**src/logic/smi_pkg.sv**
```systemverilog
// Package for the group system-management interrupt block: offsets, fields, carriers
package smi_pkg;
	// Register offsets from the power block base (byte addresses on the host I/O port)
	localparam logic [7:0] SMI_STS1_OFS  = 8'h12;
	localparam logic [7:0] SMI_STATUS_2_OFS  = 8'h13;
	localparam logic [7:0] SMI_ENABLE_1_OFS   = 8'h14;
	localparam logic [7:0] SMI_ENABLE_2_OFS   = 8'h15;
	localparam logic [7:0] MISC_STS_OFS  = 8'h16;

	// Reset values
	localparam logic [7:0] EN1_RST       = 8'h00;
	localparam logic [7:0] EN2_RST       = 8'h00;
	localparam logic [7:0] MISC_RST      = 8'h00;

	// Second enable register fields
	localparam int EN2_MOUSE   = 0;
	localparam int EN2_KEYBD   = 1;
	localparam int EN2_IR      = 2;
	localparam int EN2_BIT3    = 3;
	localparam int EN2_KBC     = 4;
	localparam int EN2_CIR     = 5;
	localparam int EN2_TO_WAKE = 6;
	localparam int EN2_OUT     = 7;

	// Miscellaneous status fields
	localparam int MISC_POR    = 4;
	localparam int NUM_EDGE    = 4;

	// Sources reported at their origin, cleared there
	typedef struct packed {
		logic watchdog;
		logic gpio_grp_a;
		logic gpio_grp_b;
		logic floppy;
		logic uart_a;
		logic uart_b;
		logic parport;
		logic ring_pme;
		logic cir_pme;
		logic mouse;
		logic keybd;
		logic kbc_port1_bit2;
	} src_t;

	// Host I/O access
	typedef struct packed {
		logic       rd;
		logic       wr;
		logic [7:0] addr;
		logic [7:0] wdata;
	} io_req_t;

	// Event pulses from neighbouring logic
	typedef struct packed {
		logic infrared_edge;
		logic bit3_event;
		logic sleep_request_smi;
		logic standby_por;
	} evt_t;
endpackage

```
**src/logic/smi_group.sv**
```systemverilog
// Group system-management interrupt collector with dual-edge GPIO status
//
// Function
// - Status2 bits 0,1: mouse, keyboard, source-cleared
// - Status2 bit 2: infrared transition, clear-on-read
// - Status2 bit 3: sticky event, clear-on-read
// - Status2 bit 4: controller port bit; 5,6 reserved
// - Status2 bit 7: sleep-request SMI, clear-on-read
// - Enable1 bits gate eight sources onto output
// - Ring uses wake status bit as SMI status
// - Enable2 bits 0-3,5 gate their sources
// - Enable2 bit 4 routes controller port bit
// - Consumer infrared uses wake status bit
// - Enable2 bit 6 feeds output to wake logic
// - Enable2 bit 7 drives pin, else floats
// - Multiplexer bit picks pin or serial slot
// - Dual-edge pins interrupt on both edges
// - Dual-edge needs its group interrupt enabled
// - Dual-edge ignores direction; polarity inverts readback
// - Dual-edge interrupt needs status and enable
// - Status records edges regardless of mode
// - Misc bits 0-3 follow pins 11,12,53,54
// - Edge and power-on bits clear on one
// - Misc bit 4 standby power-on, raises SCI
// - Misc bits 5-7 read zero
// - Status1 bits 1-4,7 source-cleared; 5,6 also carry dual-edge interrupts, cleared in Misc; bit 0 reserved
module smi_group (
	// Clock and reset
	input  wire logic            REF_CLK,
	input  wire logic            RST_N,
	// Host I/O access
	input  smi_pkg::io_req_t     IO_REQ,
	output logic [7:0]           IO_RDATA,
	output logic                 IO_HIT,
	// Interrupt sources and events
	input  smi_pkg::src_t        SRC,
	input  smi_pkg::evt_t        EVT,
	// Dual-edge GPIO
	input  wire logic            GPIO_PIN_11,
	input  wire logic            GPIO_PIN_12,
	input  wire logic            GPIO_PIN_53,
	input  wire logic            GPIO_PIN_54,
	input  wire logic [3:0]      DUAL_EDGE_IRQ_MODE,
	input  wire logic [3:0]      DUAL_EDGE_POLARITY,
	output logic [3:0]           DUAL_EDGE_READBACK,
	output logic [3:0]           DUAL_EDGE_IRQ,
	// Power state
	input  wire logic            SYSTEM_ON_N,
	output logic                 STANDBY_SCI,
	// Output routing
	input  wire logic            SERIAL_IRQ_SELECT,
	output logic                 GROUP_MGMT_IRQ_N_O,
	output logic                 GROUP_MGMT_IRQ_N_OE,
	output logic                 SERIAL_IRQ2_REQ,
	output logic                 SMI_TO_WAKE
);
	logic [7:0] en1_q;
	logic [7:0] en2_q;
	logic       ir_q;
	logic       bit3_q;
	logic       sleep_q;
	logic       por_q;
	logic       por_sci_q;
	logic       sys_on_q;
	logic [3:0] edge_flag_q;
	logic [3:0] edge_pin;
	logic [7:0] sts1;
	logic [7:0] sts2;
	logic [7:0] misc;
	logic       rd_sts2;
	logic       wr_misc;
	logic       any_smi;
	logic       group_irq_a;
	logic       group_irq_b;
	logic       group_active;
	logic [7:0] rdata_d;
	// Register decode, one select per register
	logic       sel_sts1;
	logic       sel_sts2;
	logic       sel_en1;
	logic       sel_en2;
	logic       sel_misc;
	logic       wr_en1;
	logic       wr_en2;
	// Named fields of the status views
	logic       mouse_irq_flag;
	logic       keybd_irq_flag;
	logic       infrared_edge_flag;
	logic       bit3_event_flag;
	logic       kbc_port1_bit2;
	logic       sleep_request_smi_flag;
	logic       standby_por_flag;
	logic [3:0] dual_edge_flag;
	// Named enable bits, first register then second
	logic       ring_smi_enable;
	logic       parport_smi_enable;
	logic       uart_b_smi_enable;
	logic       uart_a_smi_enable;
	logic       floppy_smi_enable;
	logic       gpio_grp_b_smi_enable;
	logic       gpio_grp_a_smi_enable;
	logic       watchdog_smi_enable;
	logic       mouse_smi_enable;
	logic       keybd_smi_enable;
	logic       infrared_smi_enable;
	logic       bit3_smi_enable;
	logic       kbc_pin_route_enable;
	logic       consumer_ir_smi_enable;
	logic       smi_to_wake_enable;
	logic       smi_output_enable;
	// One term per source that can pull the group output
	logic [7:0] smi_term_1;
	logic [7:0] smi_term_2;
	// Routed copies of the group output
	logic       smi_pin_drive;
	logic       smi_slot_drive;

	// Dual-edge pins, bit 0 is pin 11
	assign edge_pin = {GPIO_PIN_54, GPIO_PIN_53, GPIO_PIN_12, GPIO_PIN_11};

	// Register decode; other offsets select nothing
	assign sel_sts1 = (IO_REQ.addr == smi_pkg::SMI_STS1_OFS);
	assign sel_sts2 = (IO_REQ.addr == smi_pkg::SMI_STATUS_2_OFS);
	assign sel_en1  = (IO_REQ.addr == smi_pkg::SMI_ENABLE_1_OFS);
	assign sel_en2  = (IO_REQ.addr == smi_pkg::SMI_ENABLE_2_OFS);
	assign sel_misc = (IO_REQ.addr == smi_pkg::MISC_STS_OFS);
	// Strobes qualified by the decode; of the status views only misc takes writes, one to clear
	assign rd_sts2  = IO_REQ.rd && sel_sts2;
	assign wr_misc  = IO_REQ.wr && sel_misc;
	assign wr_en1   = IO_REQ.wr && sel_en1;
	assign wr_en2   = IO_REQ.wr && sel_en2;

	// First enable register
	always_ff @(posedge REF_CLK or negedge RST_N) begin
		if (!RST_N) begin
			en1_q <= smi_pkg::EN1_RST;
		end else if (wr_en1) begin
			en1_q <= IO_REQ.wdata;
		end
	end

	// Second enable register
	always_ff @(posedge REF_CLK or negedge RST_N) begin
		if (!RST_N) begin
			en2_q <= smi_pkg::EN2_RST;
		end else if (wr_en2) begin
			en2_q <= IO_REQ.wdata;
		end
	end

	// First register: one enable per source, ring at bit 0
	assign ring_smi_enable       = en1_q[0];
	assign parport_smi_enable    = en1_q[1];
	assign uart_b_smi_enable     = en1_q[2];
	assign uart_a_smi_enable     = en1_q[3];
	assign floppy_smi_enable     = en1_q[4];
	assign gpio_grp_b_smi_enable = en1_q[5];
	assign gpio_grp_a_smi_enable = en1_q[6];
	assign watchdog_smi_enable   = en1_q[7];
	// Second register: source enables
	assign mouse_smi_enable       = en2_q[smi_pkg::EN2_MOUSE];
	assign keybd_smi_enable       = en2_q[smi_pkg::EN2_KEYBD];
	assign infrared_smi_enable    = en2_q[smi_pkg::EN2_IR];
	assign bit3_smi_enable        = en2_q[smi_pkg::EN2_BIT3];
	assign kbc_pin_route_enable   = en2_q[smi_pkg::EN2_KBC];
	assign consumer_ir_smi_enable = en2_q[smi_pkg::EN2_CIR];
	// Second register: where the group output goes
	assign smi_to_wake_enable     = en2_q[smi_pkg::EN2_TO_WAKE];
	assign smi_output_enable      = en2_q[smi_pkg::EN2_OUT];

	// Infrared transition flag; an edge in the read cycle survives the read
	always_ff @(posedge REF_CLK or negedge RST_N) begin
		if (!RST_N) begin
			ir_q <= 1'b0;
		end else begin
			ir_q <= EVT.infrared_edge | (ir_q & ~rd_sts2);
		end
	end

	// Bit-3 event flag, sticky until the status read
	always_ff @(posedge REF_CLK or negedge RST_N) begin
		if (!RST_N) begin
			bit3_q <= 1'b0;
		end else begin
			bit3_q <= EVT.bit3_event | (bit3_q & ~rd_sts2);
		end
	end

	// Sleep-request flag; set wins so no request is lost to a read
	always_ff @(posedge REF_CLK or negedge RST_N) begin
		if (!RST_N) begin
			sleep_q <= 1'b0;
		end else begin
			sleep_q <= EVT.sleep_request_smi | (sleep_q & ~rd_sts2);
		end
	end

	// Dual-edge flags, one per pin
	genvar g;
	generate
		for (g = 0; g < smi_pkg::NUM_EDGE; g++) begin : g_edge
			edge_flag u_flag (
				.REF_CLK (REF_CLK),
				.RST_N   (RST_N),
				.pin     (edge_pin[g]),
				.clr     (wr_misc & IO_REQ.wdata[g]),
				.flag_q  (edge_flag_q[g])
			);
			// Interrupt only in dual-edge mode, with status set and group enabled
			// Pins 11 and 12 belong to group A, pins 53 and 54 to group B
			assign DUAL_EDGE_IRQ[g] = edge_flag_q[g] & DUAL_EDGE_IRQ_MODE[g] &
				((g < 2) ? gpio_grp_a_smi_enable : gpio_grp_b_smi_enable);
			// Polarity still inverts the data readback
			assign DUAL_EDGE_READBACK[g] = edge_pin[g] ^ DUAL_EDGE_POLARITY[g];
		end
	endgenerate

	// Standby power-on flag, write one to clear
	// A pulse and a clear in one cycle leave it set
	always_ff @(posedge REF_CLK or negedge RST_N) begin
		if (!RST_N) begin
			por_q <= 1'b0;
		end else if (EVT.standby_por) begin
			por_q <= 1'b1;
		end else if (wr_misc && IO_REQ.wdata[smi_pkg::MISC_POR]) begin
			por_q <= 1'b0;
		end
	end

	// System-on level of the previous cycle, for the turn-on edge
	always_ff @(posedge REF_CLK or negedge RST_N) begin
		if (!RST_N) begin
			sys_on_q <= 1'b0;
		end else begin
			sys_on_q <= ~SYSTEM_ON_N;
		end
	end

	// SCI when the system turns on while the power-on flag stands; drops with the flag
	always_ff @(posedge REF_CLK or negedge RST_N) begin
		if (!RST_N) begin
			por_sci_q <= 1'b0;
		end else begin
			por_sci_q <= (~SYSTEM_ON_N & ~sys_on_q & por_q) | (por_sci_q & por_q);
		end
	end
	assign STANDBY_SCI = por_sci_q;

	// Named fields; GPIO groups include dual-edge interrupts from their pins
	assign mouse_irq_flag         = SRC.mouse;
	assign keybd_irq_flag         = SRC.keybd;
	assign infrared_edge_flag     = ir_q;
	assign bit3_event_flag        = bit3_q;
	assign kbc_port1_bit2         = SRC.kbc_port1_bit2;
	assign sleep_request_smi_flag = sleep_q;
	assign standby_por_flag       = por_q;
	assign dual_edge_flag         = edge_flag_q;
	assign group_irq_a            = SRC.gpio_grp_a | (|DUAL_EDGE_IRQ[1:0]);
	assign group_irq_b            = SRC.gpio_grp_b | (|DUAL_EDGE_IRQ[3:2]);

	// First status view bit by bit; bit 0 reserved, ring lives in wake status
	assign sts1[0] = 1'b0;
	assign sts1[1] = SRC.parport;
	assign sts1[2] = SRC.uart_b;
	assign sts1[3] = SRC.uart_a;
	assign sts1[4] = SRC.floppy;
	assign sts1[5] = group_irq_b;
	assign sts1[6] = group_irq_a;
	assign sts1[7] = SRC.watchdog;

	// Second status view and miscellaneous view
	assign sts2 = {sleep_request_smi_flag, 2'b00, kbc_port1_bit2, bit3_event_flag, infrared_edge_flag,
		keybd_irq_flag, mouse_irq_flag};
	assign misc = {3'b000, standby_por_flag, dual_edge_flag};

	// First group: status and enable; ring takes its wake status bit
	assign smi_term_1[0] = SRC.ring_pme & ring_smi_enable;
	assign smi_term_1[1] = sts1[1] & parport_smi_enable;
	assign smi_term_1[2] = sts1[2] & uart_b_smi_enable;
	assign smi_term_1[3] = sts1[3] & uart_a_smi_enable;
	assign smi_term_1[4] = sts1[4] & floppy_smi_enable;
	assign smi_term_1[5] = sts1[5] & gpio_grp_b_smi_enable;
	assign smi_term_1[6] = sts1[6] & gpio_grp_a_smi_enable;
	assign smi_term_1[7] = sts1[7] & watchdog_smi_enable;
	// Second group; consumer IR takes its wake status bit
	assign smi_term_2[0] = mouse_irq_flag & mouse_smi_enable;
	assign smi_term_2[1] = keybd_irq_flag & keybd_smi_enable;
	assign smi_term_2[2] = infrared_edge_flag & infrared_smi_enable;
	assign smi_term_2[3] = bit3_event_flag & bit3_smi_enable;
	assign smi_term_2[4] = kbc_port1_bit2 & kbc_pin_route_enable;
	assign smi_term_2[5] = SRC.cir_pme & consumer_ir_smi_enable;
	assign smi_term_2[6] = 1'b0;
	// Sleep-request flag has no enable bit of its own
	assign smi_term_2[7] = sleep_request_smi_flag;

	// Group output active while any term stands
	assign any_smi      = |{smi_term_2, smi_term_1};
	assign group_active = any_smi;

	// Routed copies: pin or serial slot 2 only while the output enable is set
	assign smi_pin_drive  = group_active & smi_output_enable & ~SERIAL_IRQ_SELECT;
	assign smi_slot_drive = group_active & smi_output_enable & SERIAL_IRQ_SELECT;

	// Open-drain pin: driven low when active, floats otherwise
	assign GROUP_MGMT_IRQ_N_O  = 1'b0;
	assign GROUP_MGMT_IRQ_N_OE = smi_pin_drive;
	assign SERIAL_IRQ2_REQ     = smi_slot_drive;
	// Wake logic sees the group output regardless of pin routing
	assign SMI_TO_WAKE         = group_active & smi_to_wake_enable;

	// Read mux; unmapped offsets read zero
	always_comb begin
		rdata_d = 8'h00;
		unique case (IO_REQ.addr)
			smi_pkg::SMI_STS1_OFS: rdata_d = sts1;
			smi_pkg::SMI_STATUS_2_OFS: rdata_d = sts2;
			smi_pkg::SMI_ENABLE_1_OFS:  rdata_d = en1_q;
			smi_pkg::SMI_ENABLE_2_OFS:  rdata_d = en2_q;
			smi_pkg::MISC_STS_OFS: rdata_d = misc;
			default:               rdata_d = 8'h00;
		endcase
	end

	// Read data registered; value captured before the read clears anything
	always_ff @(posedge REF_CLK or negedge RST_N) begin
		if (!RST_N) begin
			IO_RDATA <= 8'h00;
		end else begin
			IO_RDATA <= IO_REQ.rd ? rdata_d : 8'h00;
		end
	end

	// Hit flag for reads that land on one of the five registers
	always_ff @(posedge REF_CLK or negedge RST_N) begin
		if (!RST_N) begin
			IO_HIT <= 1'b0;
		end else begin
			IO_HIT <= IO_REQ.rd && (sel_sts1 || sel_sts2 || sel_en1 || sel_en2 || sel_misc);
		end
	end
endmodule

```
**src/logic/edge_flag.sv**
```systemverilog
// One either-edge sticky status flag with write-one-to-clear
module edge_flag (
	// Clock and reset
	input  wire logic REF_CLK,
	input  wire logic RST_N,
	// Pin and host clear
	input  wire logic pin,
	input  wire logic clr,
	// Flag
	output logic      flag_q
);
	logic pin_q;
	logic seen_q;

	// Previous pin level; first sample after reset arms the detector only
	always_ff @(posedge REF_CLK or negedge RST_N) begin
		if (!RST_N) begin
			pin_q  <= 1'b0;
			seen_q <= 1'b0;
		end else begin
			pin_q  <= pin;
			seen_q <= 1'b1;
		end
	end

	// Either transition sets; set wins over a clear in the same cycle
	always_ff @(posedge REF_CLK or negedge RST_N) begin
		if (!RST_N) begin
			flag_q <= 1'b0;
		end else if (seen_q && (pin != pin_q)) begin
			flag_q <= 1'b1;
		end else if (clr) begin
			flag_q <= 1'b0;
		end
	end
endmodule

```
**config.mk**
```make
export PLATFORM = sky130hd
export DESIGN_NAME = smi_group
export DESIGN_NICKNAME = d
export VERILOG_FILES = /design/src/logic/smi_pkg.sv /design/src/logic/smi_group.sv /design/src/logic/edge_flag.sv
export SDC_FILE = /design/constraint.sdc
export NUM_CORES = 1
export LEC_CHECK = 0
export BUFFER_PORTS_ARGS = -buffer_cell sky130_fd_sc_hd__clkbuf_2
export CAP_MARGIN = 20
export CORE_MARGIN = 5
export CORE_UTILIZATION = 53
export CTS_CLUSTER_SIZE = 30
export DETAILED_ROUTE_END_ITERATION = 8
export MAX_ROUTING_LAYER = met4
export PLACE_DENSITY = 0.87
export SYNTH_ARGS = -nofsm -noshare
export SYNTH_HDL_FRONTEND = slang
export SYNTH_SLANG_ARGS = --single-unit
```
**constraint.sdc**
```tcl
create_clock -name REF_CLK -period 2.5 [get_ports REF_CLK]
set_clock_uncertainty 0.2 [all_clocks]
set_input_delay 0.25 -clock REF_CLK [delete_from_list [all_inputs] [get_ports REF_CLK]]
set_output_delay 0.25 -clock REF_CLK [all_outputs]
set_load 0.005 [all_outputs]
```
==> impl_metrics.toml <==
[clock_tree]
cts_sinks = 40
cts_setup_buffers = 0
tritoncts = "done"
numCtsBuffers = 5
clock-root-buffer = "clkbuf_8"
clk_pin_slew_worst_paths_ps = 70
clock_path_buffers = 2
h-tree-depth = 2
insertion_delay_ps = 300

[hold_path]
min-delay-path-class = "input pin to flip-flop"
holdPathStages = 2

[synthesis]
syn_inst = 165
seq_area_frac_synth_pct = 50.0
postSynthAreaPerCell_um2 = 12.1
yosysWarnings = 0
syn-num-nets = 215
synth_cell_type_count = 43
syn-cell-area_mm2 = 0.00200
synth-seq-cells = 40

[timing]
max_clock_freq_mhz = 427
timing.final.crit_share_pct = 93.6
finalHoldViolations = 0
setup_viol = 0
final-max-slew-violation-count = 0
rsz0062_at_grt = "no"
finalSetupTns_ps = 0
worst_slew_pin_slew_ps = 559
period_needed_ps = 2340
slew_headroom_pct = 62.7

[pwr]
p_total_uw = 1310
leakagePower_uw = 0.00130
ir_drop_uv = 369
power.density_mw_per_mm2 = 492

[floorplan]
core_area_mm2 = 0.00366
rows = 22
fp.dieH_um = 71.5
dieArea_mm2 = 0.00511
initial_core_util_pct = 54.7
fp.dieW_um = 71.5
io_pins = 72

[setup_path]
r2r_cells = 4
cp_max_fo = 5
startpoint_type = "flip-flop"
r2r_setup_slack_ps = 930
crit_type = "flip-flop to output port"
end_kind = "output port"
required_ps = 2050
arrival_ps = 1890

[routing]
firstDrtPassIters = 4
avgViaCountPerCell = 5.79
drt-initial-drc-count = 140
route.detailed.drc = 0
ant_nets = 0
vias = 1754
wl_per_cell_um = 18.0
wl_um = 5450

[cells_and_area]
final_nets = 304
drive_gt1_share_pct = 37.3
layout_commonest_cell = "clkbuf_2"
antenna_cells = 0
final_cell_mix = "clkbuf_2 (70), dfrtp_1 (40), mux2_1 (15), dlygate4sd3_1 (15)"
finish.utilization_pct = 72.8
area.growth.synth_to_final_pct = 33.1

[grt]
grt_pass1_vias = 1851
antenna_found_initial = 0
grt_start_max_net_pins = 41
track_usage_pct = 22.9
grt_overflow = 0
grt_pass1_wl_um = 8840

[status]
run_status = "finished clean"

[place]
dp_hpwl_um = 4040
place.gp.congestion = 0.956
io_buffers = 70

[job]
maxCapViolations = 0
## report_power, final
group          internal, µW  leakage (µW)  switching, µW
logic                  92.3      0.000756           93.2
clock network           224     0.0000445            220
registers               665      0.000495           14.9
## repair_timing
item                       CTS  global route
setup endpoints to repair    0             3
hold endpoints to repair    56             0
resized for setup            0             1
hold buffers                15             0
## per-stage QoR
step / hold WS, ps / std cells / instance area (µm²) / setup WS, ps
after floorplan: -246 / 165 / 2000 / 744
after global routing: 25.4 / 303 / 2660 / 97.3
after CTS: 2.31 / 302 / 2630 / 21.4
final: 13.0 / 303 / 2660 / 160
after global placement: 211 / 279 / 2390 / 412
after detailed placement: 217 / 279 / 2390 / 357
## cells by family (layout without fill, tap and decap cells)
group | Yosys count | after routing | share of synthesized area (%)
AO/OA/AOI/OAI | 45 | 45 | 18.9
XOR/XNOR | 8 | 8 | 3.50
buffers and inverters | 10 | 100 | 2.94
flip-flops | 40 | 40 | 50.0
multiplexers | 18 | 18 | 10.1
other | 2 | 2 | 0.375
AND/OR/NAND/NOR | 42 | 42 | 14.1
## worst max-delay path, cell delays in order, from the launching register on
cell and delay [ps]:
dfrtp_1 430, a221o_1 370, a22o_1 240, nor3_2 350
nor2b_1 90, clkbuf_2 120
## per-layer routing
| layer | GRT usage [%] | routed length [µm] |
|---|---|---|
| met5 | - | 0 |
| met3 | 4.77 | 418 |
| met2 | 36.5 | 2710 |
| met4 | 12.3 | 261 |
| met1 | 27.1 | 2050 |
## synthesized netlist by cell type
cell / number / area share, %
a21oi_1: 3 / 0.75
inv_1: 1 / 0.19
nor2b_1: 4 / 1.2
nand3_1: 3 / 0.75
buf_6: 2 / 1.1
o2111ai_4: 1 / 1.3
a221o_1: 2 / 1.0
mux2_2: 3 / 1.7
a22o_1: 11 / 4.8
a32oi_1: 2 / 0.88
nor2_1: 5 / 0.94
nor3_1: 1 / 0.25
buf_2: 2 / 0.50
or4b_4: 1 / 0.69
nand4bb_1: 1 / 0.56
clkinv_1: 1 / 0.19
nor4b_4: 1 / 1.2
inv_2: 1 / 0.19
dfrtp_1: 40 / 50
nand4_2: 1 / 0.62
nand4_1: 3 / 0.94
a222oi_1: 1 / 0.50
clkbuf_1: 2 / 0.38
nor2_4: 1 / 0.56
nor3b_2: 1 / 0.62
o21a_1: 1 / 0.38
conb_1: 2 / 0.38
a22oi_1: 9 / 3.4
a221oi_1: 3 / 1.3
and2b_1: 1 / 0.38
xor2_1: 8 / 3.5
nor3_4: 1 / 0.81
buf_4: 1 / 0.38
and3_1: 4 / 1.2
nand2_1: 11 / 2.1
a221oi_2: 1 / 0.75
a31oi_1: 2 / 0.62
a211oi_1: 3 / 1.1
nand3_2: 1 / 0.50
nor3b_1: 2 / 0.75
o21ai_1: 1 / 0.25
mux2_1: 15 / 8.4
a21o_1: 5 / 1.9
## sequential cells by signal, indices dropped and copies added (netlist names), 4 cells and up
name and count:
en2_q 8, IO_RDATA 8, g_edge.u_flag.flag_q 4, en1_q 8
g_edge.u_flag.pin_q 4
## path summary, 6_finish.rpt
| path | startpoint | to |
|---|---|---|
| setup / recovery | g_edge[2].u_flag.flag_q | SMI_TO_WAKE |
| hold / removal | IO_REQ[2] | en1_q[2] |
| setup reg to reg | g_edge[2].u_flag.flag_q | IO_RDATA[5] |
| hold reg to reg | STANDBY_SCI | STANDBY_SCI |
| max in group asynchronous | RST_N | IO_RDATA[4] |
| min in group asynchronous | RST_N | g_edge[3].u_flag.pin_q |
## layout make-up
| class | count | area, µm² |
|---|---|---|
| Multi-Input combinational cell | 115 | 947 |
| Fill cell | 264 | 997 |
| Clock buffer | 7 | 86.3 |
| Inverter | 3 | 11.3 |
| Tap cell | 48 | 60.1 |
| Clock inverter | 1 | 7.51 |
| Sequential cell | 40 | 1000 |
| Timing Repair Buffer | 89 | 551 |
Power figures use the tool's default switching activity.
